### src/hdl/obt_pkg.sv
// Purpose: Shared constants and types of the on-off keying bit timer
// Assumes: 8-bit register port with a 3-bit word address
// Notes: Vector addresses are for the core's interrupt controller
package obt_pkg;

  // Register offsets (word index on the register port)
  localparam logic [2:0] OBT_OFS_COUNT = 3'h0;
  localparam logic [2:0] OBT_OFS_CTRL = 3'h1;
  localparam logic [2:0] OBT_OFS_STATUS = 3'h2;
  localparam logic [2:0] OBT_OFS_IRQ_EN = 3'h3;
  localparam logic [2:0] OBT_OFS_CLK_DIV = 3'h4;

  // Control register fields
  localparam int OBT_CTRL_HI_MSB = 7;
  localparam int OBT_CTRL_HI_LSB = 6;
  localparam int OBT_CTRL_MODE_MSB = 5;
  localparam int OBT_CTRL_MODE_LSB = 4;
  localparam int OBT_CTRL_PEND = 2;
  localparam int OBT_CTRL_RUN = 1;
  localparam int OBT_CTRL_DATA = 0;

  // Status and enable fields
  localparam int OBT_FLAG_EMPTY = 0;
  localparam int OBT_FLAG_DONE = 2;

  // Values after reset
  localparam logic [7:0] OBT_RST_COUNT = 8'h00;
  localparam logic [1:0] OBT_RST_COUNT_HI = 2'h0;
  localparam logic [7:0] OBT_RST_CLK_DIV = 8'h00;
  localparam logic [9:0] OBT_RST_CTR = 10'h000;
  localparam logic [7:0] OBT_RST_RDATA = 8'h00;

  // Interrupt vector addresses
  localparam logic [11:0] OBT_VEC_DONE = 12'h002;
  localparam logic [11:0] OBT_VEC_EMPTY = 12'h004;

  typedef enum logic [1:0] {
    OBT_OFF,
    OBT_TX,
    OBT_RX,
    OBT_GEN
  } obt_mode_t;

  // Register port request
  typedef struct packed {
    logic [2:0] addr;
    logic [7:0] wdata;
    logic wr;
    logic rd;
  } obt_bus_req_t;

  // Whole state of the timer
  typedef struct packed {
    logic [7:0] cnt_lo;
    logic [1:0] cnt_hi;
    obt_mode_t mode;
    logic data;
    logic pend;
    logic run;
    logic [9:0] ctr;
    logic key;
    logic f_empty;
    logic f_done;
    logic en_empty;
    logic en_done;
    logic [7:0] div_ratio;
    logic [7:0] div_ctr;
    logic tick;
    logic [2:0] pin_sync;
    logic [7:0] rdata;
  } obt_state_t;

endpackage : obt_pkg

### src/hdl/obt_bit_timer.sv
// Purpose: Bit timer keying an on-off keyed transmitter, one bit per slot
// Assumes: Register port is synchronous to sys_clk_i, no wait states
// Notes: Slot base is a tick from a programmable divider of sys_clk_i
//
// Operation
// - Slot lasts base period times one plus 10-bit count value
// - Transmit mode keys the carrier on or off per data bit
// - Taking the pending bit sets flag 0, empty request if enabled
// - Count reaching zero with nothing pending sets flag 2, done request
// - Flags readable by polling without any interrupt enabled
// - Receive mode counts up, edge copies count into count register
// - Receive rising edge sets data bit, falling edge clears it
// - Generic mode never keys, raises request when count time elapses
// - Slot base is system clock from programmable divider
//
// Our own choices: the plain strobed port and the placing of the registers.
`timescale 1ns/100ps

module obt_bit_timer
  import obt_pkg::*;
#(
  parameter int CTR_W = 10
) (
  input wire logic sys_clk_i,
  input wire logic rst_i,
  input wire obt_bus_req_t bus_i,
  output logic [7:0] rdata_o,
  input wire logic capture_pin_i,
  output logic key_o,
  output logic irq_empty_o,
  output logic irq_done_o,
  output logic running_o
);

  obt_state_t s_q;
  obt_state_t s_d;

  // Full 10-bit count value from both registers
  function automatic logic [9:0] obt_countval(input obt_state_t st);
    obt_countval = {st.cnt_hi, st.cnt_lo};
  endfunction : obt_countval

  // Read mux for one register index
  function automatic logic [7:0] obt_read(input obt_state_t st,
                                          input logic [2:0] a);
    logic [7:0] v;
    v = 8'h00;
    case (a)
      OBT_OFS_COUNT: begin
        v = st.cnt_lo;
      end
      OBT_OFS_CTRL: begin
        v[OBT_CTRL_HI_MSB:OBT_CTRL_HI_LSB] = st.cnt_hi;
        v[OBT_CTRL_MODE_MSB:OBT_CTRL_MODE_LSB] = st.mode;
        v[OBT_CTRL_PEND] = st.pend;
        v[OBT_CTRL_RUN] = st.run;
        v[OBT_CTRL_DATA] = st.data;
      end
      OBT_OFS_STATUS: begin
        v[OBT_FLAG_EMPTY] = st.f_empty;
        v[OBT_FLAG_DONE] = st.f_done;
      end
      OBT_OFS_IRQ_EN: begin
        v[OBT_FLAG_EMPTY] = st.en_empty;
        v[OBT_FLAG_DONE] = st.en_done;
      end
      OBT_OFS_CLK_DIV: begin
        v = st.div_ratio;
      end
      default: begin
        v = 8'h00;
      end
    endcase
    obt_read = v;
  endfunction : obt_read

  logic wr_count;
  logic wr_ctrl;
  logic wr_status;
  logic wr_en;
  logic wr_div;
  logic set_empty;
  logic set_done;
  logic clr_empty;
  logic clr_done;
  logic pin_rise;
  logic pin_fall;
  logic take_bit;
  obt_mode_t wmode;

  // Next-state logic for the whole timer
  always_comb begin
    s_d = s_q;
    set_empty = 1'b0;
    set_done = 1'b0;
    take_bit = 1'b0;
    wr_count = bus_i.wr && (bus_i.addr == OBT_OFS_COUNT);
    wr_ctrl = bus_i.wr && (bus_i.addr == OBT_OFS_CTRL);
    wr_status = bus_i.wr && (bus_i.addr == OBT_OFS_STATUS);
    wr_en = bus_i.wr && (bus_i.addr == OBT_OFS_IRQ_EN);
    wr_div = bus_i.wr && (bus_i.addr == OBT_OFS_CLK_DIV);
    wmode = obt_mode_t'(bus_i.wdata[OBT_CTRL_MODE_MSB:OBT_CTRL_MODE_LSB]);
    clr_empty = wr_status && bus_i.wdata[OBT_FLAG_EMPTY];
    clr_done = wr_status && bus_i.wdata[OBT_FLAG_DONE];

    // Pin synchroniser; edges seen only on the settled stages
    s_d.pin_sync = {s_q.pin_sync[1:0], capture_pin_i};
    pin_rise = s_q.pin_sync[1] && !s_q.pin_sync[2];
    pin_fall = !s_q.pin_sync[1] && s_q.pin_sync[2];

    // Slot base tick from the programmable divider
    if (s_q.div_ctr == s_q.div_ratio) begin
      s_d.div_ctr = 8'h00;
      s_d.tick = 1'b1;
    end else begin
      s_d.div_ctr = s_q.div_ctr + 8'h01;
      s_d.tick = 1'b0;
    end

    // Mode engines
    case (s_q.mode)
      OBT_TX: begin
        if (!s_q.run) begin
          if (s_q.pend) begin
            take_bit = 1'b1;
          end
        end else if (s_q.tick) begin
          if (s_q.ctr == OBT_RST_CTR) begin
            if (s_q.pend) begin
              take_bit = 1'b1;
            end else begin
              s_d.run = 1'b0;
              s_d.key = 1'b0;
              set_done = 1'b1;
            end
          end else begin
            s_d.ctr = s_q.ctr - 10'h001;
          end
        end
        if (take_bit) begin
          s_d.ctr = obt_countval(s_q);
          s_d.key = s_q.data;
          s_d.pend = 1'b0;
          s_d.run = 1'b1;
          set_empty = 1'b1;
        end
      end
      OBT_RX: begin
        s_d.key = 1'b0;
        if (pin_rise || pin_fall) begin
          s_d.cnt_lo = s_q.ctr[7:0];
          s_d.cnt_hi = s_q.ctr[9:8];
          s_d.data = pin_rise;
          s_d.ctr = OBT_RST_CTR;
        end else if (s_q.tick && (s_q.ctr != {CTR_W{1'b1}})) begin
          s_d.ctr = s_q.ctr + 10'h001;
        end
      end
      OBT_GEN: begin
        s_d.key = 1'b0;
        if (s_q.run && s_q.tick) begin
          if (s_q.ctr == OBT_RST_CTR) begin
            s_d.run = 1'b0;
            set_done = 1'b1;
          end else begin
            s_d.ctr = s_q.ctr - 10'h001;
          end
        end
      end
      default: begin
        s_d.key = 1'b0;
        s_d.run = 1'b0;
      end
    endcase

    // Register writes
    if (wr_count) begin
      s_d.cnt_lo = bus_i.wdata;
    end
    if (wr_ctrl) begin
      s_d.cnt_hi = bus_i.wdata[OBT_CTRL_HI_MSB:OBT_CTRL_HI_LSB];
      s_d.mode = wmode;
      if (!(s_q.mode == OBT_RX && (pin_rise || pin_fall))) begin
        s_d.data = bus_i.wdata[OBT_CTRL_DATA];
      end
      if (wmode != s_q.mode) begin
        // Mode change restarts the engine from a clean state
        s_d.run = 1'b0;
        s_d.key = 1'b0;
        s_d.pend = 1'b0;
        s_d.ctr = OBT_RST_CTR;
        if (wmode == OBT_RX) begin
          s_d.run = 1'b1;
        end
        if (wmode == OBT_GEN) begin
          s_d.run = 1'b1;
          s_d.ctr = {bus_i.wdata[OBT_CTRL_HI_MSB:OBT_CTRL_HI_LSB],
                     s_d.cnt_lo};
        end
      end
      if (wmode == OBT_TX) begin
        s_d.pend = 1'b1;
      end
    end
    if (wr_en) begin
      s_d.en_empty = bus_i.wdata[OBT_FLAG_EMPTY];
      s_d.en_done = bus_i.wdata[OBT_FLAG_DONE];
    end
    if (wr_div) begin
      s_d.div_ratio = bus_i.wdata;
    end

    // Sticky flags; a hardware set wins over a clear
    s_d.f_empty = (s_q.f_empty && !clr_empty) || set_empty;
    s_d.f_done = (s_q.f_done && !clr_done) || set_done;

    // Read data stands only in the cycle after the strobe
    s_d.rdata = bus_i.rd ? obt_read(s_q, bus_i.addr) : OBT_RST_RDATA;
  end

  // State register
  always_ff @(posedge sys_clk_i or posedge rst_i) begin
    if (rst_i) begin
      s_q.cnt_lo <= OBT_RST_COUNT;
      s_q.cnt_hi <= OBT_RST_COUNT_HI;
      s_q.mode <= OBT_OFF;
      s_q.data <= 1'b0;
      s_q.pend <= 1'b0;
      s_q.run <= 1'b0;
      s_q.ctr <= OBT_RST_CTR;
      s_q.key <= 1'b0;
      s_q.f_empty <= 1'b0;
      s_q.f_done <= 1'b0;
      s_q.en_empty <= 1'b0;
      s_q.en_done <= 1'b0;
      s_q.div_ratio <= OBT_RST_CLK_DIV;
      s_q.div_ctr <= 8'h00;
      s_q.tick <= 1'b0;
      s_q.pin_sync <= 3'h0;
      s_q.rdata <= OBT_RST_RDATA;
    end else begin
      s_q <= s_d;
    end
  end

  // Outputs
  assign rdata_o = s_q.rdata;
  assign key_o = s_q.key;
  assign irq_empty_o = s_q.f_empty && s_q.en_empty;
  assign irq_done_o = s_q.f_done && s_q.en_done;
  assign running_o = s_q.run;

endmodule : obt_bit_timer

### config.mk
export PLATFORM = sky130hd
export DESIGN_NAME = obt_bit_timer
export DESIGN_NICKNAME = d
export VERILOG_FILES = /design/src/hdl/obt_pkg.sv /design/src/hdl/obt_bit_timer.sv
export SDC_FILE = /design/constraint.sdc
export NUM_CORES = 1
export LEC_CHECK = 0
export ABC_AREA = 1
export BUFFER_PORTS_ARGS = -buffer_cell sky130_fd_sc_hd__buf_2
export CELL_PAD_IN_SITES_DETAIL_PLACEMENT = 0
export CELL_PAD_IN_SITES_GLOBAL_PLACEMENT = 1
export CORE_MARGIN = 2
export CORE_UTILIZATION = 40
export DETAILED_ROUTE_END_ITERATION = 8
export PLACE_DENSITY = 0.82
export SYNTH_ARGS = -nofsm -noshare
export SYNTH_HDL_FRONTEND = slang
export SYNTH_SLANG_ARGS = --single-unit
### constraint.sdc
create_clock -name sys_clk_i -period 1.65 [get_ports sys_clk_i]
set_input_delay 0.165 -clock sys_clk_i [delete_from_list [all_inputs] [get_ports sys_clk_i]]
set_output_delay 0.165 -clock sys_clk_i [all_outputs]
set_load 0.005 [all_outputs]
== Yosys cells after proc, flatten, opt, wreduce, memory -nomap -nowiden ==
Index checks and enable logic that the tools add are counted.
Storage, ports and cells
  register bits: 58
  bits in latches: 0
  RAM bits: 0
  ROM bits: 0
  bits of input ports: 16
  output and inout port bits: 12
  logic and storage cells: 108
  memories kept: 0
Cells by class
  $add $sub $neg: 3
  multiply operators: 0
  div/mod/pow operators: 0
  order comparisons: 0
  equality and inequality tests: 13
  shift-type cells: 0
  multiplexer cells: 47
  bitwise gates (word level): 0
  reductions and logical operators: 28
Operators by type and width (number)
  $mux W10: 5
  $pmux W10 S3: 1
  $mux W13: 2
  $mux W1: 24
  $mux W12: 2
  $mux W11: 2
  $mux W18: 1
  $logic_and A1 B1 Y1: 16
  $mux W8: 2
  $pmux W4 S3: 1
  $add A10 B1 Y10 const B: 1
  $logic_not A10 Y1: 1
  $ne A10 B10 Y1 const B: 1
  $pmux W1 S5: 2
  $sub A10 B1 Y10 const B: 1
  $mux W9: 1
  $add A8 B1 Y8 const B: 1
  $eq A2 B2 Y1 const B: 4
  $eq A8 B8 Y1: 1
  $eq A3 B2 Y1 const B: 2
  $pmux W1 S3: 2
  $eq A2 B1 Y1 const B: 2
  $logic_not A1 Y1: 4
  $pmux W1 S2: 2
  7 further kinds: 10

== Logic depth before layout (Yosys ltp) ==
  word-level depth: 10
  depth in mapped cells: 13
  gate-level depth less buffers: 13

== Least setup slack after synthesis ==
No wires, ideal clock.
  kind: reg2reg
  from: register s_q[33] (netlist bit)
  to: register s_q[42] (netlist bit)
  library setup time: 0.113 ns
  arrival: 1.570 ns
  slack: -0.033 ns
  stages on the path, launching flop included: 14
  path buffers: 0
  path through: dfrtp_1 inv_1 ha_1 nand3_2 nor2_4 nand3_2 nand2_4 nand2_4 nand2_4 nor2_2 nor2_1 nand3_1 nand2_1 inv_1
RTL lines
  from (decl): line obt_bit_timer.sv:35  | obt_state_t s_q;

==> flow_summary.yaml <==
synth:
  synth_top_area_share_pct: 38.2
  post-synth-top-count-cell: "nand2_1"
  synthFlopType: "dfrtp_1"
  syn_area_um2: 3800
  async_flop_share_pct: 100
  ys_ff_latch: 58
  avgSynthCellArea_um2: 7.50
  yosys-top-cells-area: "dfrtp_1 (38%), nand2_1 (14%), inv_1 (5.0%), nand3_1 (4.6%), nor2_1 (3.7%)"
  yosysUniqueCellTypes: 40
  ys_seq_area_share_pct: 38.2
  yosys-top-cells-count: "nand2_1 (139), dfrtp_1 (58), inv_1 (51), nor2_1 (37), nand3_1 (35)"
  yosysTopAreaCell: "dfrtp_1"
  synth_cells: 507
  synth_enable_flop_cells: 0
  yosys_warnings: 0
  synthesis.nets: 528
sta:
  holdWs_ps: 71.2
  worst_pin_slew_ps: 526
  rsz0062_at_grt: "true"
  finalMaxSlewViolations: 0
  setup_ws_ps: -24.1
  finalCritPeriodShare_pct: 101
  finClkSkew_ps: 9.67
  maxSlewHeadroom_pct: 64.9
  fin_crit_ps: 1670
  max_freq_mhz: 597
  setup_viol: 8
  final_hold_viol_count: 0
global_route:
  grt_max_degree: 30
  grt_usage_pct: 23.2
  antenna_found_initial: 0
  grt_pass1_wl_um: 18300
  grt-ovfl-total: 0
  first_global_vias: 3675
critical_path:
  critPathLaunchType: "register"
  path_max_fanout: 8
  path_class: "reg -> reg"
  cp.arrival_ps: 1910
  rr_worst_depth: 12
  end_kind: "register"
  worst-endpoint-required_ps: 1880
worst_hold_path:
  hold_class: "in -> reg"
  hold_depth: 2
floorplan:
  initial_core_util_pct: 41.1
  die_x_um: 101
  core_area_um2: 9240
  row_count: 35
  io_pins: 28
  die_h_um: 101
  dieArea_um2: 10300
clock_network:
  cts_buffer_depth: 2
  clock_latency_ps: 340
  cts_root_buf: "clkbuf_8"
  clkSinkCount: 58
  clk_pin_slew_ps: 70
  numCtsBuffers: 9
  tritoncts: "built"
  cts_max_level: 3
detailed_routing:
  drt-total-wl_um: 11200
  drtIter0Drc: 227
  top_layer_used: "met4"
  met3_length_um: 634
  ant_nets: 0
  m1WireLength_um: 5040
  drtPass1Iterations: 5
  wl_per_cell_um: 15.6
  routed_via_density: 5.17
  drc: 0
  num_vias: 3731
  route.met2.wl_um: 5240
final_layout:
  seq_area_um2: 1460
  fillers: 899
  syn_to_final_growth_pct: 25.3
  final_nets: 609
  final_layout_size_suffix_gt1_share_pct: 29.7
  diodes: 0
  multiInputGateArea_um2: 1990
run_status:
  status: "finished with violations"
  violations: "setup timing"
pwr:
  power_density_nw_per_um2: 1530
  report.power.total_mw: 7.29
  leakage_nw: 2.35
  ir_worst_vdd_v: 0.000656
place:
  place.gp.congestion: 0.918
  dp_hpwl_um: 8660
  port-buffer-count: 27
flow_run:
  max-cap-violations: 0
[power by group]
group | switching (mW) | internal [mW]
sequential | 0.538 | 1.87
combinational | 1.89 | 1.54
clock | 0.573 | 0.886
[sequential cells by signal (all words and copies together), names as in the netlist]
| register | cells |
|---|---|
| key_o | 1 |
| rdata_o | 8 |
| s_q | 46 |
| s_d | 2 |
| running_o | 1 |
[repair_timing]
action,CTS,global route
pin swaps,11,8
hold buffers,2,0
hold endpoints to repair,23,0
setup endpoints to repair,11,13
resized for setup,15,13
buffers inserted,8,6
[worst max-delay path: stages (launching register included)]
cell	delay, ps
dfrtp_2	450
clkinv_1	80
nand2_2	90
nor2_4	210
nand3_2	120
nand2_4	140
nand2_4	70
nand2_4	100
inv_6	50
nand2_1	50
nand4_1	90
nand2_1	80
inv_1	40
[per-stage QoR]
stage	setup WS, ps	instance area, um2	setup TNS [ps]	util (%)	instances
floorplan	27.8	3800	0	-	507
global placement	-27.3	4330	-105	46.9	690
detailed placement	-88.1	4330	-791	46.9	690
CTS	-39.6	4680	-138	50.7	716
global route	-136	4760	-1100	51.6	722
finish	-24.1	4760	-87.9	51.6	722
[cell type report]
cell class	instances	share of cell area, %
Sequential cell	58	30.6
Timing Repair Buffer	95	14.2
Tap cell	129	3.39
Multi-Input combinational cell	357	41.8
Inverter	67	5.44
Clock inverter	5	1.63
Clock buffer	11	2.97
[per-layer routing]
layer | vias up | global-route usage [%]
met5 | - | 0
met4 | 0 | 9.77
met3 | 32 | 4.76
met2 | 123 | 36.9
met1 | 1774 | 30.7
li1 | 1802 | -
[worst paths after layout]
check,from,end,slack [ps]
worst max register to register,s_q[40],s_q[33],-20
worst max-delay path,s_q[40],s_q[33],-20
min in group asynchronous,rst_i,s_q[19],400
worst min-delay path,bus_i[7],s_q[44],70
worst min register to register,s_d[9],s_d[10],350
max in group asynchronous,rst_i,s_q[35],680
[placed cells by master (no fill, tap or decap), drive strengths merged, types with 3 or more instances in the layout]
cell	netlist	routed
inv	66	66
o211ai	11	11
buf	21	93
a21oi	19	19
a31oi	4	4
nor2	46	46
xor2	10	10
dfrtp	58	58
mux2	3	3
ha	5	5
clkinv	1	3
xnor2	9	9
clkbuf	4	11
nand4	21	21
nand3	38	38
nor3	8	8
nand2	147	147
o21ai	27	27
[logic make-up (layout without fill, tap and decap cells)]
group	after synthesis	after routing	synth area share, %
fa+ha+maj	5	5	1.65
compound gates	68	68	11.2
buf+inv	92	178	11.5
xor+xnor	19	19	4.38
mux	3	3	0.889
flops	58	58	38.2
simple gates	262	262	32.3
Note: power is estimated with default switching activity, not from simulation.
